## src/design/sehf_defines.svh

```systemverilog
/*
  Shared constants of the serial peripheral with enable handshake:
  widths, limits, reset values and timing counts.
  Assumes inclusion by bare name from the package and the top module.
*/
// Contract
// - master drives clock and input line only; code also drives select in five-pin mode
// - slave handshake follows buffer and tristate choice
// - slave drops handshake when transfer completes
// - slave raises handshake on new transmit data
// - master waits for slave handshake before starting
// - handshake pin push-pull or high-impedance selectable
// - five-pin mode uses handshake and select together
// - slave output driver follows select asynchronously
// - slave handshake waits for select asserted
// - tristate choice: undriven, low when ready
// - push-pull choice: high, low when ready
// - push-pull: driven high on deselect
// - shared handshake line needs tristate choice
// - early deselect tristates output and handshake; with push-pull choice code drives handshake high instead
// - clock edge after early deselect flags length error
// - four format sets: length, order, polarity, phase
// - character length two to sixteen bits
// - second data register write latches format select
// - format stays until another is selected
// - received data right-aligned, zero filled
// - order zero msb first, one lsb first
// - polarity and phase pick change and sample edges
// - both role bits one master, zero slave
`ifndef SEHF_DEFINES_SVH
`define SEHF_DEFINES_SVH
`define SEHF_DATA_W     16
`define SEHF_LEN_MIN    5'h02
`define SEHF_LEN_MAX    5'h10
`define SEHF_FIFO_DEPTH 16
`define SEHF_FMT_RST    2'h0
`define SEHF_DIV_RST    8'h00
`define SEHF_PIN_RST    5'h0c
`define SEHF_CLK_NS     10
`define SEHF_GAP_NS     120
`define SEHF_GAP_CYC    ((`SEHF_GAP_NS + `SEHF_CLK_NS - 1) / `SEHF_CLK_NS)
`endif

```

## src/design/sehf_pkg.sv

```systemverilog
/*
  Types of the serial peripheral: format set, queued transmit word
  and master sequencer states.
  Assumes the defines header is on the include path.
*/
`include "sehf_defines.svh"
package sehf_pkg;
  typedef struct packed {
    logic [4:0] char_length;
    logic       bit_order;
    logic       polarity;
    logic       phase;
  } sehf_fmt_type;

  typedef struct packed {
    logic                     fmt_write;
    logic [1:0]               format_select;
    logic [`SEHF_DATA_W-1:0]  data;
  } sehf_txw_type;

  typedef enum logic [1:0] {
    ST_IDLE   = 2'b00,
    ST_SELECT = 2'b01,
    ST_SHIFT  = 2'b10,
    ST_GAP    = 2'b11
  } sehf_mst_type;
endpackage : sehf_pkg

```

## src/design/sehf_fifo_if.sv

```systemverilog
/*
  Valid/ready word link between the transmit queue and its user.
  Assumes both ends sit on the same clock.
*/
`timescale 1ns/1ns
interface sehf_fifo_if #(parameter int W = 19);
  logic         wr_valid;
  logic         wr_ready;
  logic [W-1:0] wr_data;
  logic         rd_valid;
  logic         rd_ready;
  logic [W-1:0] rd_data;
  modport fifo (input wr_valid, wr_data, rd_ready,
                output wr_ready, rd_valid, rd_data);
  modport user (output wr_valid, wr_data, rd_ready,
                input wr_ready, rd_valid, rd_data);
endinterface : sehf_fifo_if

```

## src/design/sehf_fifo.sv

```systemverilog
/*
  Transmit word queue with a registered head stage.
  Assumes DEPTH is a power of two and one clock domain.
*/
`timescale 1ns/1ns
module sehf_fifo #(
  parameter int W     = 19,
  parameter int DEPTH = 16,
  parameter int AW    = $clog2(DEPTH)
) (
  input wire logic   i_clk_sys,
  input wire logic   i_rst_b,
  sehf_fifo_if.fifo  io_fifo
);
  logic [W-1:0] mem_q [DEPTH];
  logic [AW:0]  cnt_q;
  logic [AW:0]  cnt_d;
  logic [AW-1:0] wp_q;
  logic [AW-1:0] rp_q;
  logic         rdy_q;
  logic         out_v_q;
  logic [W-1:0] out_q;
  logic         push;
  logic         load;

  assign push = io_fifo.wr_valid & rdy_q;
  // head refills when drained; a stalled reader lets the queue fill
  assign load = (cnt_q != '0) & (~out_v_q | io_fifo.rd_ready);
  assign cnt_d = cnt_q + (AW+1)'(push) - (AW+1)'(load);
  assign io_fifo.wr_ready = rdy_q;
  assign io_fifo.rd_valid = out_v_q;
  assign io_fifo.rd_data  = out_q;

  always_ff @(posedge i_clk_sys)
  begin
    if (push)
    begin
      mem_q[wp_q] <= io_fifo.wr_data;
    end
  end

  always_ff @(posedge i_clk_sys or negedge i_rst_b)
  begin
    if (!i_rst_b)
    begin
      cnt_q <= '0;
      wp_q  <= '0;
      rp_q  <= '0;
      rdy_q <= 1'b0;
    end
    else
    begin
      cnt_q <= cnt_d;
      rdy_q <= (32'(cnt_d) < DEPTH);
      if (push)
      begin
        wp_q <= wp_q + 1'b1;
      end
      if (load)
      begin
        rp_q <= rp_q + 1'b1;
      end
    end
  end

  always_ff @(posedge i_clk_sys or negedge i_rst_b)
  begin
    if (!i_rst_b)
    begin
      out_v_q <= 1'b0;
      out_q   <= '0;
    end
    else if (load)
    begin
      out_v_q <= 1'b1;
      out_q   <= mem_q[rp_q];
    end
    else if (io_fifo.rd_ready)
    begin
      out_v_q <= 1'b0;
    end
  end
endmodule : sehf_fifo

```

## src/design/sehf_spi_top.sv

```systemverilog
/*
  Serial peripheral core for the enable and five-pin options:
  master sequencer, slave shifter, ready handshake, format sets.
  Assumes format and mode inputs are static during a character and
  the link pins are resolved from the enables outside.
*/
`timescale 1ns/1ns
`include "sehf_defines.svh"
module sehf_spi_top
  import sehf_pkg::*;
#(
  parameter int FIFO_DEPTH = `SEHF_FIFO_DEPTH
) (
  input  wire logic               i_clk_sys,
  input  wire logic               i_rst_b,
  input  wire logic               i_clock_source_sel,
  input  wire logic               i_master_sel,
  input  wire logic               i_handshake_func,
  input  wire logic               i_select_func,
  input  wire logic               i_handshake_tristate_sel,
  input  wire sehf_fmt_type [3:0] i_format_set,
  input  wire logic [7:0]         i_prescale,
  input  wire logic               i_tx_valid,
  input  wire logic [15:0]        i_tx_data,
  input  wire logic               i_tx_fmt_write,
  input  wire logic [1:0]         i_tx_format_select,
  output logic                    o_tx_ready,
  output logic                    o_rx_valid,
  output logic [15:0]             o_rx_data,
  input  wire logic               i_length_error_clr,
  output logic                    o_length_error_flag,
  input  wire logic               i_serial_clock_pin,
  output logic                    o_serial_clock_pin,
  output logic                    o_serial_clock_oe,
  input  wire logic               i_slave_in_line,
  output logic                    o_slave_in_line,
  output logic                    o_slave_in_oe,
  input  wire logic               i_slave_out_line,
  output logic                    o_slave_out_line,
  output logic                    o_slave_out_oe,
  input  wire logic               i_slave_select_pin,
  output logic                    o_slave_select_pin,
  output logic                    o_slave_select_oe,
  input  wire logic               i_ready_handshake_pin,
  output logic                    o_ready_handshake_pin,
  output logic                    o_ready_handshake_oe
);
  function automatic logic [4:0] eff_len(input logic [4:0] l);
    if (l < `SEHF_LEN_MIN)
      eff_len = `SEHF_LEN_MIN;
    else if (l > `SEHF_LEN_MAX)
      eff_len = `SEHF_LEN_MAX;
    else
      eff_len = l;
  endfunction : eff_len

  // right-aligned word to first-bit-at-top shift image
  function automatic logic [15:0] prep(input logic [15:0] d,
                                       input logic [4:0]  l,
                                       input logic        lsb);
    logic [15:0] r;
    for (int i = 0; i < 16; i++)
      r[i] = d[15-i];
    prep = lsb ? r : (d << (`SEHF_LEN_MAX - l));
  endfunction : prep

  sehf_fifo_if #(.W($bits(sehf_txw_type))) tx_if ();

  sehf_fifo #(
    .W     ($bits(sehf_txw_type)),
    .DEPTH (FIFO_DEPTH)
  ) u_fifo (
    .i_clk_sys (i_clk_sys),
    .i_rst_b   (i_rst_b),
    .io_fifo   (tx_if.fifo)
  );

  logic [4:0]   pin_s1_q;
  logic [4:0]   pin_s2_q;
  logic         sclk_s3_q;
  logic [2:0]   arm_q;
  logic         mst_q;
  logic         slv_q;
  logic         ss_oe_q;
  logic [1:0]   cur_fmt_q;
  logic [7:0]   div_q;
  sehf_mst_type st_q;
  logic [5:0]   tog_q;
  logic [3:0]   gap_q;
  logic         sclk_q;
  logic         ss_q;
  logic [4:0]   bit_cnt_q;
  logic [15:0]  tx_sh_q;
  logic [15:0]  rx_sh_q;
  logic         out_q;
  logic         tx_loaded_q;
  logic         early_q;
  logic         err_q;
  logic         rx_v_q;
  logic [15:0]  rx_d_q;
  logic         hs_oe_q;
  logic         hs_pin_q;

  sehf_txw_type head;
  sehf_fmt_type fmt;
  sehf_fmt_type nfmt;
  logic [1:0]   nf_idx;
  logic [4:0]   len;
  logic [15:0]  pw;
  logic sclk_s, ss_s, ena_s, simo_s, somi_s, rise, fall;
  logic take, pop, tick, mev, mdone, s_act, lead, trail, samp, outp;
  logic din, rx_done, desel, err_ev, hs_rdy;
  logic [15:0]  rx_nx;

  assign tx_if.wr_valid = i_tx_valid;
  assign tx_if.wr_data  = {i_tx_fmt_write, i_tx_format_select, i_tx_data};
  assign o_tx_ready     = tx_if.wr_ready;
  assign head           = sehf_txw_type'(tx_if.rd_data);

  assign {sclk_s, ss_s, ena_s, simo_s, somi_s} = pin_s2_q;
  // idle clock level follows polarity, so compare only real samples
  assign rise = arm_q[2] & sclk_s & ~sclk_s3_q;
  assign fall = arm_q[2] & ~sclk_s & sclk_s3_q;

  always_ff @(posedge i_clk_sys or negedge i_rst_b)
  begin
    if (!i_rst_b)
    begin
      pin_s1_q  <= `SEHF_PIN_RST;
      pin_s2_q  <= `SEHF_PIN_RST;
      sclk_s3_q <= 1'b0;
      arm_q     <= 3'h0;
    end
    else
    begin
      pin_s1_q  <= {i_serial_clock_pin, i_slave_select_pin,
                    i_ready_handshake_pin, i_slave_in_line,
                    i_slave_out_line};
      pin_s2_q  <= pin_s1_q;
      sclk_s3_q <= pin_s2_q[4];
      arm_q     <= {arm_q[1:0], 1'b1};
    end
  end

  // mixed role bits leave every driver off
  always_ff @(posedge i_clk_sys or negedge i_rst_b)
  begin
    if (!i_rst_b)
    begin
      mst_q   <= 1'b0;
      slv_q   <= 1'b0;
      ss_oe_q <= 1'b0;
    end
    else
    begin
      mst_q   <= i_clock_source_sel & i_master_sel;
      slv_q   <= ~(i_clock_source_sel | i_master_sel);
      ss_oe_q <= i_clock_source_sel & i_master_sel & i_select_func;
    end
  end

  assign fmt    = i_format_set[cur_fmt_q];
  assign len    = eff_len(fmt.char_length);
  assign nf_idx = head.fmt_write ? head.format_select : cur_fmt_q;
  assign nfmt   = i_format_set[nf_idx];
  assign pw     = prep(head.data, eff_len(nfmt.char_length),
                       nfmt.bit_order);

  // slave never loads on an edge cycle so no edge is lost
  assign take = mst_q ? (st_q == ST_IDLE)
                      : (slv_q & ~tx_loaded_q & (bit_cnt_q == 5'h00) &
                         ~rise & ~fall);
  assign pop  = tx_if.rd_valid & take;
  assign tx_if.rd_ready = take;

  always_ff @(posedge i_clk_sys or negedge i_rst_b)
  begin
    if (!i_rst_b)
      cur_fmt_q <= `SEHF_FMT_RST;
    else if (pop && head.fmt_write)
      cur_fmt_q <= head.format_select;
  end

  assign tick = (div_q == 8'h00);

  always_ff @(posedge i_clk_sys or negedge i_rst_b)
  begin
    if (!i_rst_b)
      div_q <= `SEHF_DIV_RST;
    else
      div_q <= tick ? i_prescale : (div_q - 8'h01);
  end

  assign mev   = mst_q & (st_q == ST_SHIFT) & tick;
  assign mdone = mev & (tog_q == ({1'b0, len} << 1) - 6'h01);

  always_ff @(posedge i_clk_sys or negedge i_rst_b)
  begin
    if (!i_rst_b)
    begin
      st_q   <= ST_IDLE;
      tog_q  <= 6'h00;
      gap_q  <= 4'h0;
      sclk_q <= 1'b0;
      ss_q   <= 1'b1;
    end
    else if (!mst_q)
    begin
      st_q <= ST_IDLE;
      ss_q <= 1'b1;
    end
    else
    begin
      case (st_q)
        ST_IDLE:
        begin
          sclk_q <= fmt.polarity;
          ss_q   <= 1'b1;
          if (pop)
          begin
            st_q  <= ST_SELECT;
            ss_q  <= 1'b0;
            tog_q <= 6'h00;
          end
        end
        ST_SELECT:
        begin
          sclk_q <= fmt.polarity;
          if (!i_handshake_func || !ena_s)
            st_q <= ST_SHIFT;
        end
        ST_SHIFT:
        begin
          if (mev)
          begin
            sclk_q <= ~sclk_q;
            tog_q  <= tog_q + 6'h01;
          end
          if (mdone)
          begin
            st_q  <= ST_GAP;
            ss_q  <= 1'b1;
            gap_q <= 4'(`SEHF_GAP_CYC);
          end
        end
        ST_GAP:
        begin
          // covers handshake sync lag so a stale ready is not seen
          if (gap_q == 4'h0)
            st_q <= ST_IDLE;
          else
            gap_q <= gap_q - 4'h1;
        end
        default:
          st_q <= ST_IDLE;
      endcase
    end
  end

  assign s_act = slv_q & (~i_select_func | ~ss_s);
  assign lead  = (mev & (sclk_q == fmt.polarity)) |
                 (s_act & (fmt.polarity ? fall : rise));
  assign trail = (mev & (sclk_q != fmt.polarity)) |
                 (s_act & (fmt.polarity ? rise : fall));
  assign samp  = fmt.phase ? lead : trail;
  assign outp  = fmt.phase ? trail : lead;
  assign din   = mst_q ? somi_s : simo_s;
  assign rx_nx = fmt.bit_order ? {din, rx_sh_q[15:1]}
                               : {rx_sh_q[14:0], din};
  assign rx_done = samp & (bit_cnt_q == len - 5'h01);
  assign desel   = slv_q & i_select_func & ss_s;
  assign err_ev  = early_q & desel & (rise | fall);

  always_ff @(posedge i_clk_sys or negedge i_rst_b)
  begin
    if (!i_rst_b)
    begin
      tx_sh_q   <= 16'h0000;
      rx_sh_q   <= 16'h0000;
      bit_cnt_q <= 5'h00;
      out_q     <= 1'b0;
    end
    else if (pop)
    begin
      bit_cnt_q <= 5'h00;
      rx_sh_q   <= 16'h0000;
      tx_sh_q   <= nfmt.phase ? (pw << 1) : pw;
      if (nfmt.phase)
        out_q <= pw[15];
    end
    else if (err_ev)
    begin
      bit_cnt_q <= 5'h00;
      rx_sh_q   <= 16'h0000;
    end
    else
    begin
      if (outp)
      begin
        out_q   <= tx_sh_q[15];
        tx_sh_q <= tx_sh_q << 1;
      end
      if (samp && rx_done)
      begin
        bit_cnt_q <= 5'h00;
        rx_sh_q   <= 16'h0000;
      end
      else if (samp)
      begin
        bit_cnt_q <= bit_cnt_q + 5'h01;
        rx_sh_q   <= rx_nx;
      end
    end
  end

  always_ff @(posedge i_clk_sys or negedge i_rst_b)
  begin
    if (!i_rst_b)
    begin
      rx_v_q <= 1'b0;
      rx_d_q <= 16'h0000;
    end
    else
    begin
      rx_v_q <= rx_done;
      if (rx_done)
        rx_d_q <= fmt.bit_order ? (rx_nx >> (`SEHF_LEN_MAX - len))
                                : rx_nx;
    end
  end

  always_ff @(posedge i_clk_sys or negedge i_rst_b)
  begin
    if (!i_rst_b)
    begin
      tx_loaded_q <= 1'b0;
      early_q     <= 1'b0;
      err_q       <= 1'b0;
    end
    else
    begin
      if (pop && slv_q)
        tx_loaded_q <= 1'b1;
      else if (rx_done && slv_q)
        tx_loaded_q <= 1'b0;
      if (err_ev || rx_done || pop)
        early_q <= 1'b0;
      else if (desel && bit_cnt_q != 5'h00)
        early_q <= 1'b1;
      // set wins over a clear in the same cycle
      if (err_ev)
        err_q <= 1'b1;
      else if (i_length_error_clr)
        err_q <= 1'b0;
    end
  end

  // deselect drops ready, which also covers early deselect
  assign hs_rdy = tx_loaded_q & (~i_select_func | ~ss_s);

  always_ff @(posedge i_clk_sys or negedge i_rst_b)
  begin
    if (!i_rst_b)
    begin
      hs_oe_q  <= 1'b0;
      hs_pin_q <= 1'b1;
    end
    else if (!slv_q || !i_handshake_func)
    begin
      hs_oe_q  <= 1'b0;
      hs_pin_q <= 1'b1;
    end
    else if (i_handshake_tristate_sel)
    begin
      // shared line: only the ready slave pulls low
      hs_oe_q  <= hs_rdy;
      hs_pin_q <= 1'b0;
    end
    else
    begin
      hs_oe_q  <= 1'b1;
      hs_pin_q <= ~hs_rdy;
    end
  end

  assign o_serial_clock_pin    = sclk_q;
  assign o_serial_clock_oe     = mst_q;
  assign o_slave_in_line       = out_q;
  assign o_slave_in_oe         = mst_q;
  assign o_slave_out_line      = out_q;
  // raw pin on purpose: driver release must not wait for the clock
  assign o_slave_out_oe        = slv_q &
                                 (~i_select_func | ~i_slave_select_pin);
  assign o_slave_select_pin    = ss_q;
  assign o_slave_select_oe     = ss_oe_q;
  assign o_ready_handshake_pin = hs_pin_q;
  assign o_ready_handshake_oe  = hs_oe_q;
  assign o_rx_valid            = rx_v_q;
  assign o_rx_data             = rx_d_q;
  assign o_length_error_flag   = err_q;
endmodule : sehf_spi_top

```

## config.mk

```make
export PLATFORM = sky130hd
export DESIGN_NAME = sehf_spi_top
export DESIGN_NICKNAME = d
export VERILOG_FILES = /design/src/design/sehf_pkg.sv /design/src/design/sehf_fifo_if.sv /design/src/design/sehf_fifo.sv /design/src/design/sehf_spi_top.sv
export VERILOG_INCLUDE_DIRS = /design/src /design/src/design
export SDC_FILE = /design/constraint.sdc
export NUM_CORES = 1
export LEC_CHECK = 0
export BUFFER_PORTS_ARGS = -buffer_cell sky130_fd_sc_hd__buf_4
export CORE_AREA = 4 4 207 209
export CTS_BUF_LIST = sky130_fd_sc_hd__clkbuf_8
export DETAILED_ROUTE_END_ITERATION = 7
export DIE_AREA = 0 0 211 213
export PLACE_DENSITY = 0.67
export SYNTH_ARGS = -nofsm -noshare
export SYNTH_HDL_FRONTEND = slang
export SYNTH_HIERARCHICAL = 1
export SYNTH_SLANG_ARGS = --single-unit
```

## constraint.sdc

```tcl
create_clock -name i_clk_sys -period 5.1 [get_ports i_clk_sys]
set_clock_uncertainty 0.1 [all_clocks]
set_input_delay 1.53 -clock i_clk_sys [delete_from_list [all_inputs] [get_ports i_clk_sys]]
set_output_delay 1.53 -clock i_clk_sys [all_outputs]
set_load 0.005 [all_outputs]
```

==> results_dict.tcl, run 1 <==
set metrics [dict create \
    required_ps 5490 \
    yosys_warnings 6 \
    grt_pass1_vias 12563 \
    cts_root_buf "clkbuf_8" \
    synthesis.instances 1325 \
    wl_per_cell_um 23.14 \
    crit_type "reg2reg" \
    setup_viol 0 \
    r2r_setup_slack_ps 690 \
    tns_ps 0 \
    rows 74 \
    layout.cells.most_common_list "edfxtp_1 (304), buf_4 (137), dfrtp_1 (126)" \
    status "finished, final reports clean" \
    fill_cells 3209 \
    final_nets 1570 \
    portBuffers 101 \
    p_total_uw 13110 \
    clock_latency_ps 650 \
    cts_max_path_buffers 3 \
    wl_mm 47.77 \
    hpwl_mm 30.12 \
    max_freq_mhz 226.5 \
    postCtsSetupRepairBufs 0 \
    antenna_found_initial 1 \
    track_usage 0.2146 \
    cts_hold_buffers 0 \
    overflow 0 \
    multi_input_comb_area_mm2 0.007298 \
    min_path_type "reg2reg" \
    hold_violations 0 \
    drive_gt1_frac 0.2756 \
    hold_end "arm_q[1]$_DFF_PN0_" \
    r2r_cells 11 \
    ff_latch_area_mm2 0.01252 \
    yosysTopAreaCellShare 0.4497 \
    leakagePower_uw 0.008477 \
    cp_max_fo 9 \
    synth_cell_types 90 \
    period_share 0.8656 \
    area_growth_pct 13.90 \
    syn_area_per_cell_um2 15.32 \
    final_common_cell "edfxtp_1" \
    clkSinkCount 439 \
    tightest_slew_ps 1178 \
    synthTopCellsByArea "edfxtp_1 (45%), dfrtp_1 (16%), mux4_2 (12%), mux2i_1 (3.6%), nor2_1 (1.7%)" \
    hold_start "arm_q[0]$_DFF_PN0_" \
    antenna_left 0 \
    peakVddDrop_mv 0.2870 \
    htree_levels 3 \
    vias_per_cell 5.967 \
    slew_headroom 0.2064 \
    syn-num-nets 1422 \
    drtPass1Iterations 5 \
    startpoint "u_fifo/io_fifo.rd_data[18]$_DFFE_PN0P_" \
    r2r-end "tx_sh_q[13]$_DFFE_PN0P_" \
    synth_seq_cells 439 \
    cts_buffers 76 \
    start_util 0.4972 \
    cts_tree "yes" \
    grt_pass1_wl_mm 73.94 \
    synthArstFlopShare 0.3075 \
    synth_edf_count 304 \
    die-area_mm2 0.04494 \
    pwr_density_cell_mw_per_mm2 567.2 \
    drt_iter0_drc 1136 \
    crit_arrival_ps 4800 \
    grt_max_degree 101 \
    dieWidth_um 211 \
    place.gp.congestion 0.9263 \
    synth_ff_type "edfxtp_1" \
    post_cts_resized 0 \
    rr_startpoint "u_fifo/io_fifo.rd_data[18]$_DFFE_PN0P_" \
    clkSlewWorstSetupHoldPaths_ps 60 \
    via_count 12316 \
    die_y_um 213 \
    post-route-drc-count 0 \
    core_area_mm2 0.04083 \
    cp-start-kind "flip-flop" \
    maxCapViolations 0 \
    period_needed_ps 4414 \
    ios 102 \
    synth-seq-area-share 0.6165 \
    syn_area_mm2 0.02030 \
    hold_depth 0 \
    rsz0062_at_grt "false" \
    cp-end-kind "flip-flop" \
    yosysTopAreaCell "edfxtp_1" \
    slew_viol_final 0 \
]
-- through the flow --
step | hold slack (ps) | instance area [um^2] | utilization | setup slack [ps] | std cells
final | 249.3 | 23120 | 0.5663 | 685.5 | 2064
after detailed placement | 237.8 | 21710 | 0.5317 | 184.2 | 1927
after global routing | 252.7 | 23120 | 0.5662 | 366.4 | 2063
after global placement | 237.0 | 21710 | 0.5317 | 272.1 | 1927
after floorplan | 231.2 | 20300 | - | 111.3 | 1325
after CTS | 252.8 | 23120 | 0.5662 | 649.2 | 2063
-- registers in the layout (all words and copies together) (netlist names), 6 cells and up --
register and cells:
o_rx_data 16, u_fifo/mem_q 304, u_fifo/io_fifo.rd_data 19, tog_q 6, div_q 8, rx_sh_q 16
tx_sh_q 16
-- kinds of logic after synthesis --
kind of cell | count (synthesis) | synth area share
fa+ha+maj | 24 | 0.01516
other cells | 1 | 0.0001847
compound gates | 220 | 0.07625
flops | 439 | 0.6165
xor+xnor | 32 | 0.01492
mux | 208 | 0.1765
simple gates | 288 | 0.07323
buf+inv | 113 | 0.02730
-- worst max-delay path by stage --
stage | to | slack, ps | depth (start not counted)
finish | tx_sh_q[13]$_DFFE_PN0P_ | 690 | 11
floorplan | gap_q[3]$_DFFE_PN0P_ | 110 | 13
CTS | tx_sh_q[13]$_DFFE_PN0P_ | 650 | 11
global route | tx_sh_q[13]$_DFFE_PN0P_ | 370 | 11
detailed placement | gap_q[3]$_DFFE_PN0P_ | 180 | 12
global placement | gap_q[3]$_DFFE_PN0P_ | 270 | 12
-- layer usage --
| metal | vias to the layer above | share of wire | GRT usage | wire length, um |
|---|---|---|---|---|
| li1 | 5508 | - | - | - |
| met5 | - | 0.00027 | 0 | 13 |
| met1 | 6328 | 0.42 | 0.2871 | 19870 |
| met3 | 93 | 0.056 | 0.04496 | 2669 |
| met4 | 2 | 0.023 | 0.06349 | 1119 |
| met2 | 385 | 0.50 | 0.3596 | 24100 |
-- layout make-up --
type,count,area share
inverter,44,0.007143
antenna,1,0.0001082
sequential,439,0.5416
timing repair buffer,139,0.04584
multi-input combinational,773,0.3157
tap,532,0.02879
clock buffer,81,0.04822
clock inverter,55,0.01261
-- critical path: stages, from the launching register on --
cell	delay (ps)
dfrtp_1	500
mux2i_4	580
buf_4	280
mux4_1	780
o21ai_0	180
ha_1	300
nor4b_2	370
or3_1	270
a211oi_2	110
a22o_1	240
a2111oi_0	420
o31ai_1	120
-- power by group --
| part | switching (uW) | leakage (uW) | internal, uW |
|---|---|---|---|
| Combinational | 2790 | 0.00324 | 2490 |
| Sequential | 603 | 0.00442 | 4280 |
| Clock | 1420 | 0.000811 | 1530 |
| Total | 4820 | 0.00848 | 8300 |
-- cell usage after synthesis, types with 19 or more instances --
cell type    n
nand2_1     78
nor2_1      93
mux2i_1     74
ha_1        23
clkbuf_1    22
o211ai_1    23
edfxtp_1   304
xnor2_1     19
nor2b_1     20
a21oi_1     52
inv_1       40
buf_2       26
a22oi_1     20
dfrtp_1    129
mux4_2     112
o21ai_0     30
a211oi_1    21
No activity file was read; power rests on OpenSTA's default activity.
==> run 2: changes to the inputs <==
- clock period: 5.1 -> 4.19 ns (I/O delays scaled with it)
==> results_dict.tcl, run 2 (synthesized netlist as in run 1, its figures left out) <==
set metrics [dict create \
    max_freq_mhz 251.6 \
    rr_startpoint "bit_cnt_q[0]$_DFFE_PN0P_" \
    wl_per_cell_um 22.67 \
    antenna_found_initial 1 \
    placed_cell_area_mm2 0.02224 \
    r2r_cells 18 \
    slew_viol_final 0 \
    portBuffers 101 \
    power.switching_uw 5994 \
    leakagePower_uw 0.008798 \
    overflow 0 \
    final_common_cell "edfxtp_1" \
    largest_reg_flops 304 \
    drtPass1Iterations 7 \
    crit_chain "inv_1 > ha_1 > or4b_2 > nor4b_4 > a22oi_1 > inv_1 > nand2b_1 > nand2_2 > inv_2 > ha_1 > inv_1 > ha_1 > inv_1 > fa_1 > nand2b_1 > a21oi_1 > nor2_1 > xor2_1" \
    cts_tree "yes" \
    start_util 0.4972 \
    crit_type "reg2reg" \
    swShare 0.3638 \
    min_path_type "reg2reg" \
    htree_levels 3 \
    seq_power_share 0.359 \
    pwr_density_cell_mw_per_mm2 695.5 \
    track_usage 0.2152 \
    tightest_slew_ps 824.8 \
    required_ps 4610 \
    startpoint "bit_cnt_q[0]$_DFFE_PN0P_" \
    status "finished, final reports clean" \
    worst-path-buf-inv 5 \
    drive_gt1_frac 0.3050 \
    regMostFlops "u_fifo/mem_q" \
    cp-end-kind "flip-flop" \
    p_clk_frac 0.216 \
    r2r_setup_slack_ps 220 \
    ios 102 \
    crit_arrival_ps 4390 \
    die-area_mm2 0.04494 \
    hold_violations 0 \
    endpoint "u_fifo/io_fifo.wr_ready$_DFF_PN0_" \
    layout.cells.most_common_list "edfxtp_1 (304), buf_4 (183), dfrtp_1 (126)" \
    via_count 12678 \
    fin_area_mm2 0.02369 \
    cts_buffers 75 \
    critPathSlowestCell "or4b_2" \
    maxCapViolations 0 \
    place.gp.congestion 0.8726 \
    fill_cells 3190 \
    dp_slack_ps -181.3 \
    die_y_um 213 \
    cp_max_fo 6 \
    peakVddDrop_mv 0.3929 \
    slew_headroom 0.4501 \
    drt_iter0_drc 1155 \
    core_area_mm2 0.04083 \
    p_comb_frac 0.425 \
    area_growth_pct 16.69 \
    worst_path_most_repeated_cell "inv_1" \
    fin_util 0.5801 \
    vias_per_cell 5.980 \
    dieWidth_um 211 \
    clkSlewWorstSetupHoldPaths_ps 60 \
    cts_max_path_buffers 3 \
    cp-start-kind "flip-flop" \
    rows 74 \
    slowest_delay_ps 670 \
    cp.depth 18 \
    clock_latency_ps 650 \
    r2r-end "u_fifo/io_fifo.wr_ready$_DFF_PN0_" \
    internal-power_uw 10480 \
    wl_mm 48.06 \
    final_nets 1623 \
    hpwl_mm 30.83 \
    period_share 0.9485 \
    grt_pass1_vias 12730 \
    fin_hold_ws_ps 240.7 \
    antenna_left 0 \
    period_needed_ps 3974 \
    setup_viol 0 \
    grt_pass1_wl_mm 73.96 \
    clkSinkCount 439 \
    cp_top_family "simple AND/OR/NAND/NOR gates" \
    post-route-drc-count 0 \
    grt_max_degree 53 \
    setup_ws_ps 215.7 \
    cts_root_buf "clkbuf_8" \
]
## run 2: metal layers
metal  global-route usage  part of all wire
met1               0.2950              0.41
met2               0.3561              0.49
met3              0.03747             0.068
met4              0.06819             0.023
met5                    0                 0
## run 2: worst min path at each step
stage,start,endpoint,slack (ps),cells past startpoint
finish,arm_q[1]$_DFF_PN0_,arm_q[2]$_DFF_PN0_,240,0
global route,arm_q[1]$_DFF_PN0_,arm_q[2]$_DFF_PN0_,260,0
CTS,arm_q[1]$_DFF_PN0_,arm_q[2]$_DFF_PN0_,250,0
detailed placement,arm_q[1]$_DFF_PN0_,arm_q[2]$_DFF_PN0_,230,0
global placement,pin_s1_q[0]$_DFF_PN0_,pin_s2_q[0]$_DFF_PN0_,240,0
floorplan,arm_q[0]$_DFF_PN0_,arm_q[1]$_DFF_PN0_,230,0
## run 2: final cells by class
class	instances	area [um^2]	area share
diodes	1	2.502	0.0001056
clock buffers	82	1129	0.04765
clock inverters	56	274.0	0.01157
well taps	532	665.6	0.02810
repair buffers	193	1565	0.06608
flip-flops and latches	439	12520	0.5287
multi-input cells	773	7362	0.3108
inverters	44	165.2	0.006973
## run 2: power by group through the flow
stage          Clock (uW)  Sequential, uW  Combinational, uW
3_5_place_dp            0            6000               6910
5_1_grt              3880            6000               7540
4_1_cts              3660            5920               6940
3_3_place_gp            0            5980               6850
2_1_floorplan           0            5560               5260
6_report             3560            5920               7000
## run 2: worst reg2reg max path, cell delays in order, from the launching register on
cell and delay (ps):
dfrtp_1 430, inv_1 90, ha_1 140, or4b_2 670
nor4b_4 290, a22oi_1 170, inv_1 120, nand2b_1 190
nand2_2 80, inv_2 120, ha_1 240, inv_1 60
ha_1 160, inv_1 60, fa_1 390, nand2b_1 170
a21oi_1 150, nor2_1 90, xor2_1 140
## run 2: per-stage QoR
stage	power, uW	setup TNS (ps)	std cells
6_report	16470	0	2120
5_1_grt	17420	-6.021	2120
4_1_cts	16530	0	2117
3_5_place_dp	12910	-2926	1979
3_3_place_gp	12830	-399.6	1979
2_1_floorplan	10820	-339.9	1325
## run 2: what timing repair did
item	in CTS	in global routing
hold buffers	0	0
endpoints found under the setup margin	0	3
resized for setup	0	2
setup buffers	0	2
